File: config.mk
export PLATFORM = sky130hd
export DESIGN_NAME = health_word_builder
export DESIGN_NICKNAME = d
export VERILOG_FILES = /design/src/rtl/health_word_pkg.sv /design/src/rtl/health_word_builder.sv
export VERILOG_INCLUDE_DIRS = /design/src /design/src/rtl
export SDC_FILE = /design/constraint.sdc
export NUM_CORES = 1
export LEC_CHECK = 0
export BUFFER_PORTS_ARGS = -buffer_cell sky130_fd_sc_hd__buf_4
export CAP_MARGIN = 20
export CORE_AREA = 8 8 147 149
export CTS_CLUSTER_DIAMETER = 40
export CTS_CLUSTER_SIZE = 28
export DETAILED_ROUTE_END_ITERATION = 12
export DIE_AREA = 0 0 155 157
export PLACE_DENSITY = 0.72
export SLEW_MARGIN = 0
export SYNTH_ARGS = -nofsm -noshare
export SYNTH_HDL_FRONTEND = slang
export SYNTH_SLANG_ARGS = --single-unit
File: constraint.sdc
create_clock -name mclk -period 3.6 [get_ports mclk]
set_clock_uncertainty 0.2 [all_clocks]
set_input_delay 0.18 -clock mclk [delete_from_list [all_inputs] [get_ports mclk]]
set_output_delay 0.18 -clock mclk [all_outputs]
set_load 0.01 [all_outputs]
File: src/rtl/health_word_regs.svh
// Purpose: register map, field positions and timing constants
// Assumes: 32-bit apb data, byte addresses, one word per register
// Notes:   definitions only
`ifndef HEALTH_WORD_REGS_SVH
`define HEALTH_WORD_REGS_SVH

// register byte offsets
`define OFS_CTRL        12'h000
`define OFS_THRESH      12'h004
`define OFS_WORD        12'h008
`define OFS_STATUS      12'h00c
`define OFS_SOURCES     12'h010

// control register fields
`define CTRL_EN_HW      0
`define CTRL_EN_SW      1
`define CTRL_EN_SENSOR  2
`define CTRL_EN_LINK    3
`define CTRL_TURN_EN    4
`define CTRL_RESTART    5
`define CTRL_NAV        6
`define CTRL_RATE_LO    8
`define CTRL_RATE_W     3
`define CTRL_RESET_VAL  32'h0000_020f

// health word bit positions
`define HW_FATAL        0
`define HW_HWERR        1
`define HW_LINKERR      2
`define HW_SWERR        3
`define HW_SUMMARY      8
`define HW_HWALERT      9
`define HW_LINKALERT    10
`define HW_ALGALERT     11
`define HW_RANGEALERT   12

// turn threshold in 0.01 deg/s units, 0.5 deg/s
`define TURN_THRESH_RST 16'h0032
// quasi-static restart limit, 3 deg/s in 0.01 deg/s units
`define QUIET_RATE      16'h012c

// timing figures
`define CLK_HZ          100_000_000
`define UPDATE_HZ       100
`define INIT_SECONDS    60
`define SEC_PER_UPDATE  7'd100

`endif

File: src/rtl/health_word_pkg.sv
// Purpose: types shared by the health word builder
// Assumes: nothing
// Notes:   output rate codes and restart states
`default_nettype none
package health_word_pkg;
    // packet output rate selection
    typedef enum logic [2:0] {
        RATE_QUIET = 3'b000,
        RATE_100   = 3'b001,
        RATE_50    = 3'b010,
        RATE_25    = 3'b011,
        RATE_20    = 3'b100,
        RATE_10    = 3'b101,
        RATE_5     = 3'b110,
        RATE_2     = 3'b111
    } rate_e;

    // algorithm phase
    typedef enum logic [1:0] {
        ALG_INIT   = 2'b00,
        ALG_RUN    = 2'b01,
        ALG_HALTED = 2'b10
    } alg_e;
endpackage : health_word_pkg
`default_nettype wire

File: src/rtl/health_word_builder.sv
// Purpose: builds the 16-bit health word and paces packet output
// Assumes: apb slave on mclk, fault sources are asynchronous pins
// Notes:   filter math and diagnostic packet contents live elsewhere
//
// Behaviour
// - two-byte health word with every packet
// - low byte errors, high byte alerts
// - bit 0 flags fatal failure
// - bit 1 flags internal hardware error
// - bit 2 flags communication error
// - bit 3 software error or alignment bad
// - uncalibrated magnetics raise software error
// - bit 8 ORs all enabled alerts
// - bit 10 flags lost positioning link
// - bit 11 during init or high gain
// - bit 12 while sensor over range
// - per-category alert enables set by host
// - optional turn detection raises algorithm alert
// - get-packet request yields diagnostic packet
// - fixed 100 Hz internal update tick
// - selectable packet rate or polled only
// - sixty second init phase, then low gain
// - navigation variant reports missing acquisition on bit 9
// - align update ticks to utc second
// - restart setting picks over-range handling
`timescale 1ns/1ps
`default_nettype none
`include "health_word_regs.svh"

module health_word_builder #(
    parameter int unsigned TICK_CYCLES = `CLK_HZ / `UPDATE_HZ,
    parameter int unsigned INIT_TICKS  = `INIT_SECONDS * `UPDATE_HZ
) (
    input  wire logic        mclk,
    input  wire logic        reset,
    input  wire logic        clkEn,
    // apb slave
    input  wire logic        psel,
    input  wire logic        penable,
    input  wire logic        pwrite,
    input  wire logic [11:0] paddr,
    input  wire logic [31:0] pwdata,
    output logic      [31:0] prdata,
    output logic             pready,
    output logic             pslverr,
    // asynchronous fault and status sources
    input  wire logic        hwFaultIn,
    input  wire logic        linkFaultIn,
    input  wire logic        swFaultIn,
    input  wire logic        magUncalibrated,
    input  wire logic        magneticAlignmentBad,
    input  wire logic        rateOverflowIn,
    input  wire logic        positioningLinkLost,
    input  wire logic        positioningAcquired,
    input  wire logic        highGainIn,
    input  wire logic        utcSecondPulse,
    // yaw rate magnitude, 0.01 deg/s units, same clock
    input  wire logic [15:0] yawRateAbs,
    input  wire logic [15:0] maxRateAbs,
    input  wire logic        getPacketRequest,
    // packet side
    output logic      [15:0] healthWord,
    output logic             updateTick,
    output logic             packetStrobe,
    output logic             diagnosticPacket,
    output logic             highGain
);
    import health_word_pkg::*;

    ////////////////////////////////////////////////////////////////////////
    // helpers

    // full-period tick counts per rate code, zero means polled
    function automatic logic [6:0] ticksPerPacket(input rate_e r);
        unique case (r)
            RATE_QUIET: ticksPerPacket = 7'd0;
            RATE_100:   ticksPerPacket = 7'd1;
            RATE_50:    ticksPerPacket = 7'd2;
            RATE_25:    ticksPerPacket = 7'd4;
            RATE_20:    ticksPerPacket = 7'd5;
            RATE_10:    ticksPerPacket = 7'd10;
            RATE_5:     ticksPerPacket = 7'd20;
            RATE_2:     ticksPerPacket = 7'd50;
        endcase
    endfunction : ticksPerPacket

    // word-aligned address match
    function automatic logic hit(input logic [11:0] a, input logic [11:0] o);
        hit = (a[11:2] == o[11:2]);
    endfunction : hit

    ////////////////////////////////////////////////////////////////////////
    // input synchronisers, two flops each

    // top bit of the bank is the utc pulse, edge detected below
    localparam int NSYNC = 10;
    logic [NSYNC-1:0] syncA_q;          // first stage, read only by stage 2
    logic [NSYNC-1:0] syncB_q;          // safe to use
    logic             utcPrev_q;        // edge detect on stage 2

    // all pins sampled together
    always_ff @(posedge mclk) begin
        if (reset) begin
            syncA_q <= '0;
            syncB_q <= '0;
            utcPrev_q <= 1'b0;
        end else if (clkEn) begin
            syncA_q <= {utcSecondPulse, highGainIn, positioningAcquired,
                        positioningLinkLost, rateOverflowIn,
                        magneticAlignmentBad, magUncalibrated, swFaultIn,
                        linkFaultIn, hwFaultIn};
            syncB_q <= syncA_q;
            utcPrev_q <= syncB_q[9];
        end
    end

    logic sHwFault, sLinkFault, sSwFault, sMagUncal, sAlignBad;
    logic sOverflow, sLinkLost, sAcquired, sHighGain, utcEdge;
    assign sHwFault   = syncB_q[0];
    assign sLinkFault = syncB_q[1];
    assign sSwFault   = syncB_q[2];
    assign sMagUncal  = syncB_q[3];
    assign sAlignBad  = syncB_q[4];
    assign sOverflow  = syncB_q[5];
    assign sLinkLost  = syncB_q[6];
    assign sAcquired  = syncB_q[7];
    assign sHighGain  = syncB_q[8];
    assign utcEdge    = syncB_q[9] & ~utcPrev_q;

    ////////////////////////////////////////////////////////////////////////
    // apb register file

    logic [31:0] ctrl_q;               // enables, modes, rate
    logic [15:0] thresh_q;             // turn threshold
    logic        apbAccess;
    logic        apbMapped;

    assign apbAccess = psel & penable;
    // anything outside the five words is refused with pslverr
    assign apbMapped = hit(paddr, `OFS_CTRL) | hit(paddr, `OFS_THRESH)
                     | hit(paddr, `OFS_WORD) | hit(paddr, `OFS_STATUS)
                     | hit(paddr, `OFS_SOURCES);

    // host sets which categories and modes apply
    always_ff @(posedge mclk) begin
        if (reset) begin
            ctrl_q   <= `CTRL_RESET_VAL;
            thresh_q <= `TURN_THRESH_RST;
        end else if (clkEn && apbAccess && pwrite && pready) begin
            if (hit(paddr, `OFS_CTRL)) begin
                ctrl_q <= pwdata;
            end
            if (hit(paddr, `OFS_THRESH)) begin
                thresh_q <= pwdata[15:0];
            end
        end
    end

    logic enHw, enSw, enSensor, enLink, turnEn, restartSet, navVariant;
    rate_e rateSel;
    assign enHw       = ctrl_q[`CTRL_EN_HW];
    assign enSw       = ctrl_q[`CTRL_EN_SW];
    assign enSensor   = ctrl_q[`CTRL_EN_SENSOR];
    assign enLink     = ctrl_q[`CTRL_EN_LINK];
    assign turnEn     = ctrl_q[`CTRL_TURN_EN];
    assign restartSet = ctrl_q[`CTRL_RESTART];
    assign navVariant = ctrl_q[`CTRL_NAV];
    assign rateSel    = rate_e'(ctrl_q[`CTRL_RATE_LO +: `CTRL_RATE_W]);

    ////////////////////////////////////////////////////////////////////////
    // 100 hz tick, aligned to utc second

    logic [31:0] tickCnt_q;            // cycles within one update
    logic [6:0]  secTicks_q;           // ticks within one second
    logic        tick;

    // tick marks the last cycle of each update period
    assign tick = (tickCnt_q == TICK_CYCLES - 1);

    // utc edge restarts the period so sampling lands on the second
    always_ff @(posedge mclk) begin
        if (reset) begin
            tickCnt_q  <= '0;
            secTicks_q <= '0;
        end else if (clkEn) begin
            if (utcEdge) begin
                tickCnt_q  <= '0;
                secTicks_q <= '0;
            end else if (tick) begin
                tickCnt_q  <= '0;
                secTicks_q <= (secTicks_q == `SEC_PER_UPDATE - 7'd1)
                              ? 7'd0 : secTicks_q + 7'd1;
            end else begin
                tickCnt_q <= tickCnt_q + 32'd1;
            end
        end
    end

    ////////////////////////////////////////////////////////////////////////
    // algorithm phase: init, run, halted on over-range

    alg_e        alg_q;
    logic [31:0] initCnt_q;            // ticks spent initialising
    logic        quiet;

    // quasi-static test on the largest low-passed rate magnitude
    assign quiet = (maxRateAbs < `QUIET_RATE);

    // init runs sixty seconds at high gain, then drops to low gain
    always_ff @(posedge mclk) begin
        if (reset) begin
            alg_q     <= ALG_INIT;
            initCnt_q <= '0;
        end else if (clkEn) begin
            unique case (alg_q)
                ALG_INIT: begin
                    if (sOverflow && restartSet) begin
                        alg_q <= ALG_HALTED;
                    end else if (tick) begin
                        if (initCnt_q == INIT_TICKS - 1) begin
                            alg_q <= ALG_RUN;
                        end
                        initCnt_q <= initCnt_q + 32'd1;
                    end
                end
                ALG_RUN: begin
                    if (sOverflow && restartSet) begin
                        alg_q <= ALG_HALTED;
                    end
                end
                ALG_HALTED: begin
                    // wait for quasi-static before restarting
                    if (!sOverflow && quiet) begin
                        alg_q     <= ALG_INIT;
                        initCnt_q <= '0;
                    end
                end
                default: alg_q <= ALG_INIT;
            endcase
        end
    end

    ////////////////////////////////////////////////////////////////////////
    // health word assembly

    logic [15:0] word;
    logic        hwAlertSrc, algAlertSrc;
    logic        turning;

    assign turning     = turnEn && (yawRateAbs > thresh_q);
    // navigation variant reports missing acquisition on hardware bit
    assign hwAlertSrc  = navVariant & ~sAcquired;
    assign algAlertSrc = (alg_q == ALG_INIT) | sHighGain
                       | turning;

    // one word, reserved positions stay zero
    always_comb begin
        word = 16'h0000;
        word[`HW_FATAL]      = (alg_q == ALG_HALTED);
        word[`HW_HWERR]      = sHwFault;
        word[`HW_LINKERR]    = sLinkFault;
        word[`HW_SWERR]      = sSwFault | sAlignBad
                             | sMagUncal;
        word[`HW_HWALERT]    = enHw & hwAlertSrc;
        word[`HW_LINKALERT]  = enLink & sLinkLost;
        word[`HW_ALGALERT]   = enSw & algAlertSrc;
        word[`HW_RANGEALERT] = enSensor & sOverflow
                             & ~restartSet;
        word[`HW_SUMMARY]    = word[`HW_HWALERT] | word[`HW_LINKALERT]
                             | word[`HW_ALGALERT]
                             | word[`HW_RANGEALERT];
    end

    ////////////////////////////////////////////////////////////////////////
    // packet pacing

    logic [6:0] pktCnt_q;              // ticks since last periodic packet
    logic [6:0] period;

    assign period = ticksPerPacket(rateSel);

    // one strobe per chosen period; polled mode only on request
    always_ff @(posedge mclk) begin
        if (reset) begin
            pktCnt_q         <= '0;
            packetStrobe     <= 1'b0;
            diagnosticPacket <= 1'b0;
            updateTick       <= 1'b0;
            healthWord       <= '0;
            highGain         <= 1'b1;
        end else if (clkEn) begin
            updateTick       <= tick;
            packetStrobe     <= 1'b0;
            diagnosticPacket <= 1'b0;
            highGain         <= (alg_q != ALG_RUN);
            // a request takes the slot; a periodic strobe due now waits for the next tick
            if (getPacketRequest) begin
                diagnosticPacket <= 1'b1;
                packetStrobe     <= 1'b1;
                healthWord       <= word;
            end else if (tick && period != 7'd0) begin
                if (pktCnt_q >= period - 7'd1) begin
                    pktCnt_q     <= '0;
                    packetStrobe <= 1'b1;
                    healthWord   <= word;
                end else begin
                    pktCnt_q <= pktCnt_q + 7'd1;
                end
            end
        end
    end

    ////////////////////////////////////////////////////////////////////////
    // apb answer, one wait-free access phase

    // reads give live word and phase; unmapped addresses error
    // read data is latched in setup so it stands through the access
    always_ff @(posedge mclk) begin
        if (reset) begin
            prdata  <= '0;
            pready  <= 1'b0;
            pslverr <= 1'b0;
        end else if (clkEn) begin
            pready  <= psel & ~penable;
            pslverr <= psel & ~penable & ~apbMapped;
            prdata  <= '0;
            if (psel && !penable && !pwrite) begin
                if (hit(paddr, `OFS_CTRL)) begin
                    prdata <= ctrl_q;
                end else if (hit(paddr, `OFS_THRESH)) begin
                    prdata <= {16'h0000, thresh_q};
                end else if (hit(paddr, `OFS_WORD)) begin
                    prdata <= {16'h0000, word};
                end else if (hit(paddr, `OFS_STATUS)) begin
                    prdata <= {23'h0, secTicks_q, alg_q};
                end else if (hit(paddr, `OFS_SOURCES)) begin
                    prdata <= {22'h0, syncB_q};
                end
            end
        end
    end
endmodule : health_word_builder
`default_nettype wire

==> impl_metrics.env, run 1 <==
export IMPL_clock_root_buffer="clkbuf_16"
export IMPL_drv_slew=0
export IMPL_cts_resized=0
export IMPL_final_area_um2=12500
export IMPL_reg2reg_from="tickCnt_q[0]"
export IMPL_fin_crit_ps=3050
export IMPL_antenna_cells=0
export IMPL_clk_latency_ps=550
export IMPL_num_vias=9054
export IMPL_dp_cells=1498
export IMPL_p_leak_uw=0.00503
export IMPL_start_kind="input pin"
export IMPL_postRouteAntennaNets=0
export IMPL_critPathMaxFanout=33
export IMPL_place_ws_ps=391
export IMPL_io_buffers=135
export IMPL_mostFrequentLayoutCells="dfxtp_1, buf_4, nor2_1"
export IMPL_outcome="finished clean"
export IMPL_area_growth_pct=29.8
export IMPL_grt_overflow=0
export IMPL_syn_inst=1147
export IMPL_clkTransAtPathRegs_ps=50
export IMPL_arrival_ps=3320
export IMPL_drt_initial_drc_count=504
export IMPL_tns_ps=0
export IMPL_ir_drop_mv=0.386
export IMPL_ys_flop_type="dfxtp_1"
export IMPL_cts_sinks=202
export IMPL_synth_cell_types=67
export IMPL_cp_required_ps=3870
export IMPL_synth_area_leader_cell="dfxtp_1"
export IMPL_hold_viol_final=0
export IMPL_core_area_um2=19200
export IMPL_post_cts_buffers=0
export IMPL_die_y_um=157
export IMPL_dieWidth_um=155
export IMPL_async_flop_share=0
export IMPL_dr_pass1_iters=5
export IMPL_placed_area_um2=10800
export IMPL_wl_per_cell_um=16.5
export IMPL_vias_per_cell=5.61
export IMPL_worstMarginPinSlew_ps=1050
export IMPL_synth_edff_count=0
export IMPL_mostFrequentLayoutCell="dfxtp_1"
export IMPL_ys_ff_latch=202
export IMPL_dieArea_um2=24300
export IMPL_grt_max_degree=83
export IMPL_place_gp_congestion=0.882
export IMPL_rsz0062_at_grt="no"
export IMPL_max_freq_mhz=328
export IMPL_max_cap_viol_count=0
export IMPL_maxSlewHeadroom=0.302
export IMPL_postCtsHoldBufs=58
export IMPL_fin_crit_sh=0.847
export IMPL_grt_total_usage=0.214
export IMPL_yosys_warnings=0
export IMPL_cts_tree="yes"
export IMPL_netlist_area_um2=9650
export IMPL_syn_area_per_cell_um2=8.41
export IMPL_p_per_area_nw_per_um2=451
export IMPL_drive_gt1_frac=0.167
export IMPL_grt_antenna_before_repair=0
export IMPL_cts_max_level=1
export IMPL_fin_ws_ps=551
export IMPL_grt_pass1_vias=8812
export IMPL_clock_path_buffers=3
export IMPL_initial_utilization=0.502
export IMPL_hold_start="reset"
export IMPL_hold_class="in -> reg"
export IMPL_grt_pass1_wl_mm=43.6
export IMPL_synth_area_top_cells="dfxtp_1, nor2_1, mux2i_1"
export IMPL_pin_count=147
export IMPL_end_kind="flop"
export IMPL_hpwl_mm=18.2
export IMPL_stdcell_count=1615
export IMPL_route_detailed_drc=0
export IMPL_yosys_area_top_type_share=0.419
export IMPL_cts_made_buffers=31
export IMPL_final_util=0.652
export IMPL_wirelength_mm=26.7
export IMPL_final_nets=1447
export IMPL_num_rows=51
export IMPL_criticalPathCategory="in -> reg"
export IMPL_startpoint="clkEn"
export IMPL_setup_viol=0
export IMPL_yosysSeqAreaShare=0.419
[critical path, stage by stage]
cell,delay [ps]
dlygate4sd3_1,520
buf_4,380
inv_1,320
nor3b_1,270
buf_4,180
nor2b_1,590
nand3_1,130
dlygate4sd3_1,590
o22ai_1,110
[power by group]
| group | switching, uW | internal (uW) | leakage, uW |
|---|---|---|---|
| clock network | 1070 | 1990 | 0.000523 |
| logic | 152 | 157 | 0.00288 |
| registers | 12.9 | 2250 | 0.00163 |
| total | 1240 | 4400 | 0.00503 |
[final cells by class]
class,instances,area [um^2]
flip-flops and latches,202,4040
multi-input cells,848,5190
well taps,265,332
fillers,1609,6690
inverters,33,124
clock buffers,40,870
repair buffers,209,1730
clock inverters,18,225
[synth_stat cells (all sizes together), types with 11 or more instances]
cell and instances:
clkbuf 49, a22oi 22, and3 22, ha 29, nor2 147, inv 33, o211ai 11, nand3 43
dfxtp 202, a21oi 66, nor3 13, or3 28, nand2 129, buf 21, or4 19, nand4 38
o311ai 11, nor4 19, nor2b 11, o21ai 43, nand2b 11, mux2i 51, xor2 25
[registers in the layout, indices dropped and copies added, names as in the netlist]
register and cells:
alg_q 2, ctrl_q 32, diagnosticPacket 1, healthWord 9, highGain 1, initCnt_q 32
packetStrobe 1, period 6, pktCnt_q 7, prdata 32, pready 1, pslverr 1
secTicks_q 7, syncA_q 10, syncB_q 10, thresh_q 16, tickCnt_q 32, updateTick 1
utcPrev_q 1
[routing by layer]
layer	part of all wire	track usage	vias up
met5	0	0	-
met4	0.020	0.0611	0
met3	0.061	0.0439	41
met2	0.48	0.367	273
met1	0.44	0.267	4254
li1	-	-	4486
[logic make-up (layout without fill, tap and decap cells)]
family / count (synthesis) / count (layout) / share of synthesized area
other cells: 1 / 7 / 0.000389
simple gates: 512 / 512 / 0.265
compound gates: 213 / 213 / 0.146
buf+inv: 103 / 300 / 0.0455
xor+xnor: 34 / 34 / 0.0309
fa+ha+maj: 29 / 29 / 0.0376
mux: 53 / 53 / 0.0553
flops: 202 / 202 / 0.419
[per-stage QoR]
step / power, uW / hold slack, ps
floorplan: 2450 / 101
global placement: 2560 / 202
detailed placement: 2570 / 209
CTS: 5680 / 15.4
global route: 5820 / 48.6
finish: 5640 / 20.3
[worst paths after layout]
kind / end / slack (ps) / cells past startpoint
min reg2reg: ctrl_q[12] / 250 / 2
max: prdata[8] / 550 / 9
max reg2reg: tickCnt_q[19] / 690 / 8
min: healthWord[10] / 20 / 2
(Power assumes the default switching activity.)
==> inputs of run 2 (changes only) <==
Clock period 3.6 ns to 3.1 ns, I/O delays scaled along.
==> run 2 against run 1 <==
  * Count of clock-buffer cells in the layout fell by 8
  * Cell area rose by 1.8%
  * Global-route usage up 1.4 points
  * Sequential share of layout area fell by 0.57 points
  * Sequential cell count unchanged
  * First-iteration DRC count increased by 26%
  * Non-clock buffer count grew 19
  * Clock power grew 26%
  * Highest routed layer unchanged
==> impl_metrics.env, run 2 (synthesis results as in run 1) <==
export IMPL_worstMarginPinSlew_ps=770
export IMPL_critPathMaxFanout=44
export IMPL_clockPowerShare=0.564
export IMPL_dieArea_um2=24300
export IMPL_mostFrequentLayoutCells="dfxtp_1, buf_4, nor2_1"
export IMPL_grt_pass1_wl_mm=46.0
export IMPL_wirelength_mm=28.0
export IMPL_final_nets=1466
export IMPL_io_buffers=135
export IMPL_setup_viol=0
export IMPL_grt_overflow=0
export IMPL_route_detailed_drc=0
export IMPL_hold_viol_final=0
export IMPL_min_path_cells=5
export IMPL_cts_made_buffers=31
export IMPL_tns_ps=0
export IMPL_reg2reg_from="tickCnt_q[31]"
export IMPL_area_growth_pct=32.1
export IMPL_grt_antenna_before_repair=0
export IMPL_outcome="finished clean"
export IMPL_met2_usage=0.394
export IMPL_start_kind="flop"
export IMPL_fin_crit_ps=2810
export IMPL_hold_start="paddr[7]"
export IMPL_power_frac_seq=0.383
export IMPL_r2r_end="initCnt_q[7]"
export IMPL_grtUsageMet3=0.0515
export IMPL_die_y_um=157
export IMPL_met1_usage=0.279
export IMPL_max_cap_viol_count=0
export IMPL_ir_drop_mv=0.469
export IMPL_core_area_um2=19200
export IMPL_criticalPathCategory="reg -> reg"
export IMPL_end_kind="flop"
export IMPL_arrival_ps=3100
export IMPL_post_cts_buffers=0
export IMPL_cts_tree="yes"
export IMPL_reg2reg_slack_ps=290
export IMPL_postRouteAntennaNets=0
export IMPL_p_int_uw=5230
export IMPL_grt_max_degree=73
export IMPL_grt_total_usage=0.228
export IMPL_maxSlewHeadroom=0.487
export IMPL_top_usage_layer="met2"
export IMPL_dieWidth_um=155
export IMPL_clock_path_buffers=3
export IMPL_cts_sinks=202
export IMPL_max_freq_mhz=355
export IMPL_wl_per_cell_um=17.2
export IMPL_combPwrFrac=0.053
export IMPL_p_leak_uw=0.00519
export IMPL_vias_per_cell=5.70
export IMPL_final_area_um2=12700
export IMPL_reg2regPathDepth=7
export IMPL_p_per_area_nw_per_um2=539
export IMPL_fin_crit_sh=0.908
export IMPL_drive_gt1_frac=0.173
export IMPL_antenna_cells=0
export IMPL_hpwl_mm=18.8
export IMPL_drv_slew=0
export IMPL_clock_root_buffer="clkbuf_16"
export IMPL_final_util=0.663
export IMPL_grt_pass1_vias=9064
export IMPL_initial_utilization=0.502
export IMPL_cts_max_level=1
export IMPL_placed_area_um2=10900
export IMPL_clk_latency_ps=560
export IMPL_num_vias=9301
export IMPL_drt_initial_drc_count=636
export IMPL_mostFrequentLayoutCell="dfxtp_1"
export IMPL_hold_class="in -> reg"
export IMPL_dr_pass1_iters=5
export IMPL_place_gp_congestion=0.883
export IMPL_rsz0062_at_grt="no"
export IMPL_swShare=0.238
export IMPL_pin_count=147
export IMPL_cp_required_ps=3380
export IMPL_num_rows=51
export IMPL_hold_end="prdata[9]"
export IMPL_p_switching_uw=1630
export IMPL_clkTransAtPathRegs_ps=60
[run 2: routing by layer]
metal	vias up	part of all wire
li1	4527	-
met1	4416	0.42
met2	301	0.49
met3	57	0.065
met4	0	0.023
met5	-	0
[run 2: layout make-up]
class,count,area (um^2)
clock buffers,32,790
well taps,265,332
flip-flops and latches,202,4040
fillers,1583,6460
clock inverters,25,382
inverters,33,124
repair buffers,228,1880
multi-input cells,848,5190
[run 2: worst max path at each step]
stage,startpoint,endpoint,slack (ps),cells after the start
4_1_cts,period[0],healthWord[10],10,11
2_1_floorplan,period[2],healthWord[10],490,11
6_report,tickCnt_q[31],initCnt_q[7],290,7
3_5_place_dp,period[0],healthWord[1],20,11
5_1_grt,period[0],healthWord[11],110,11
3_3_place_gp,period[0],healthWord[10],130,10
[run 2: worst max-delay path, cell delays in order (launching register included)]
cell,delay (ps)
dfxtp_1,320
or4_4,540
or3_4,400
nor4_4,340
nor2_2,70
buf_4,260
or4_1,510
nand2_1,70
[run 2: power by group through the flow]
stage / logic [uW] / registers (uW) / clock network [uW]
2_1_floorplan: 160 / 2680 / 0
3_3_place_gp: 294 / 2690 / 0
3_5_place_dp: 299 / 2690 / 0
4_1_cts: 359 / 2630 / 3910
5_1_grt: 396 / 2630 / 4060
6_report: 365 / 2630 / 3870
[run 2: timing repair]
action                                  CTS  global route
endpoints found under the setup margin    0             3
endpoints found under the hold margin   113             0
hold buffers                             66             0
gates resized for setup                   0             1
[run 2: stage by stage]
step,hold WS (ps),cells,worst slack (ps),total power (uW)
after CTS,109,1632,10.1,6900
after floorplan,76.0,1153,486,2840
final,120,1633,285,6870
after detailed placement,178,1509,23.6,2990
after global placement,175,1509,126,2980
after global routing,161,1633,113,7080
==> inputs of run 3 (changes only) <==
Settings changed: CORE_AREA 8 8 147 149 to 8 8 142 144, DIE_AREA 0 0 155 157 to 0 0 150 152, PLACE_DENSITY 0.72 to 0.76.
==> run 3 against run 2 <==
  * Fmax down 1.1%
  * Worst setup slack worse by 31 ps
  * Via count down 0.85%
==> impl_metrics.env, run 3 (synthesis results as in run 1) <==
export IMPL_initial_utilization=0.543
export IMPL_tns_ps=0
export IMPL_p_per_area_nw_per_um2=521
export IMPL_grt_overflow=0
export IMPL_worstMarginPinSlew_ps=951
export IMPL_cts_max_level=1
export IMPL_maxSlewHeadroom=0.366
export IMPL_postRouteAntennaNets=0
export IMPL_finalPower_uw=6510
export IMPL_criticalPathCategory="reg -> reg"
export IMPL_mostFrequentLayoutCells="dfxtp_1, buf_4, nor2_1"
export IMPL_num_rows=49
export IMPL_outcome="finished clean"
export IMPL_fillers=1346
export IMPL_hpwl_mm=18.4
export IMPL_clock_path_buffers=3
export IMPL_drv_slew=0
export IMPL_cts_sinks=202
export IMPL_wirelength_mm=27.1
export IMPL_cts_tree="yes"
export IMPL_core_area_um2=17800
export IMPL_max_freq_mhz=351
export IMPL_ir_drop_mv=0.452
export IMPL_grt_max_degree=92
export IMPL_clock_root_buffer="clkbuf_16"
export IMPL_final_nets=1455
export IMPL_route_detailed_drc=0
export IMPL_num_vias=9222
export IMPL_hold_class="in -> reg"
export IMPL_die_y_um=152
export IMPL_grt_total_usage=0.233
export IMPL_dr_pass1_iters=5
export IMPL_arrival_ps=3100
export IMPL_dieArea_um2=22800
export IMPL_area_growth_pct=29.5
export IMPL_place_gp_congestion=0.893
export IMPL_drive_gt1_frac=0.171
export IMPL_pin_count=147
export IMPL_p_leak_uw=0.00506
export IMPL_fin_crit_sh=0.918
export IMPL_vias_per_cell=5.82
export IMPL_mostFrequentLayoutCell="dfxtp_1"
export IMPL_dieWidth_um=150
export IMPL_io_buffers=135
export IMPL_max_cap_viol_count=0
export IMPL_clkTransAtPathRegs_ps=60
export IMPL_hold_viol_final=0
export IMPL_clk_latency_ps=540
export IMPL_cts_resized=0
export IMPL_critPathMaxFanout=44
export IMPL_cts_made_buffers=29
export IMPL_grt_antenna_before_repair=0
export IMPL_grt_pass1_vias=9018
export IMPL_wl_per_cell_um=17.1
export IMPL_startpoint="tickCnt_q[28]"
export IMPL_antenna_cells=0
export IMPL_reg2reg_from="tickCnt_q[28]"
export IMPL_start_kind="flop"
export IMPL_grt_pass1_wl_mm=44.6
export IMPL_hold_start="reset"
export IMPL_setup_viol=0
export IMPL_cp_required_ps=3350
export IMPL_end_kind="flop"
export IMPL_drt_initial_drc_count=611
export IMPL_fin_crit_ps=2850
export IMPL_rsz0062_at_grt="no"
run 3: changes by cell type in the layout (fill, tap and decap cells not counted), sizes merged:
cell         change
dlygate4sd3     -10
inv             -10
clkinvlp         +6
buf              +1
clkbuf           +1
clkinv           -1
run 3: worst paths after layout:
kind	slack, ps	depth (start not counted)	end
worst max register to register	250	7	initCnt_q[25]
worst max-delay path	250	7	initCnt_q[25]
worst min-delay path	30	2	initCnt_q[0]
worst min register to register	250	2	ctrl_q[17]
run 3: layer usage:
metal  global-route usage  wire length, um
met1                0.282            11200
met2                0.397            13200
met3               0.0552             1990
met4               0.0786              784
met5                    0                0
run 3: layout make-up:
type	instances	area (um^2)	share of cell area
inverters	33	124	0.00991
flip-flops and latches	202	4040	0.324
repair buffers	219	1800	0.144
multi-input cells	848	5190	0.416
clock inverters	20	290	0.0232
clock buffers	33	761	0.0609
well taps	229	287	0.0229
run 3: stage by stage:
stage	utilization	area [um^2]	std cells	setup WS, ps	hold WS (ps)
final	0.703	12500	1584	254	34.3
after global routing	0.703	12500	1584	23.3	54.4
after CTS	0.703	12500	1584	246	21.6
after detailed placement	0.612	10900	1475	315	178
after global placement	0.612	10900	1475	336	178
after floorplan	-	9670	1153	486	76.0
run 3: critical path: stages, from the launching register on:
cell and delay [ps]:
dfxtp_1 340, or4_4 530, or3_4 410, nor4_4 320, nor2_2 70, buf_4 270
nor4_1 400, mux2i_1 220
run 3: repair_timing:
action / CTS / global route
hold buffers: 56 / 0
endpoints found under the hold margin: 90 / 0
setup buffers: 0 / 0
run 3: power breakdown:
part	switching, uW	internal, uW	leakage (uW)	total [uW]
sequential	15.0	2620	0.00163	2630
clock	1240	2280	0.000495	3520
combinational	178	184	0.00293	362
total	1440	5080	0.00506	6510
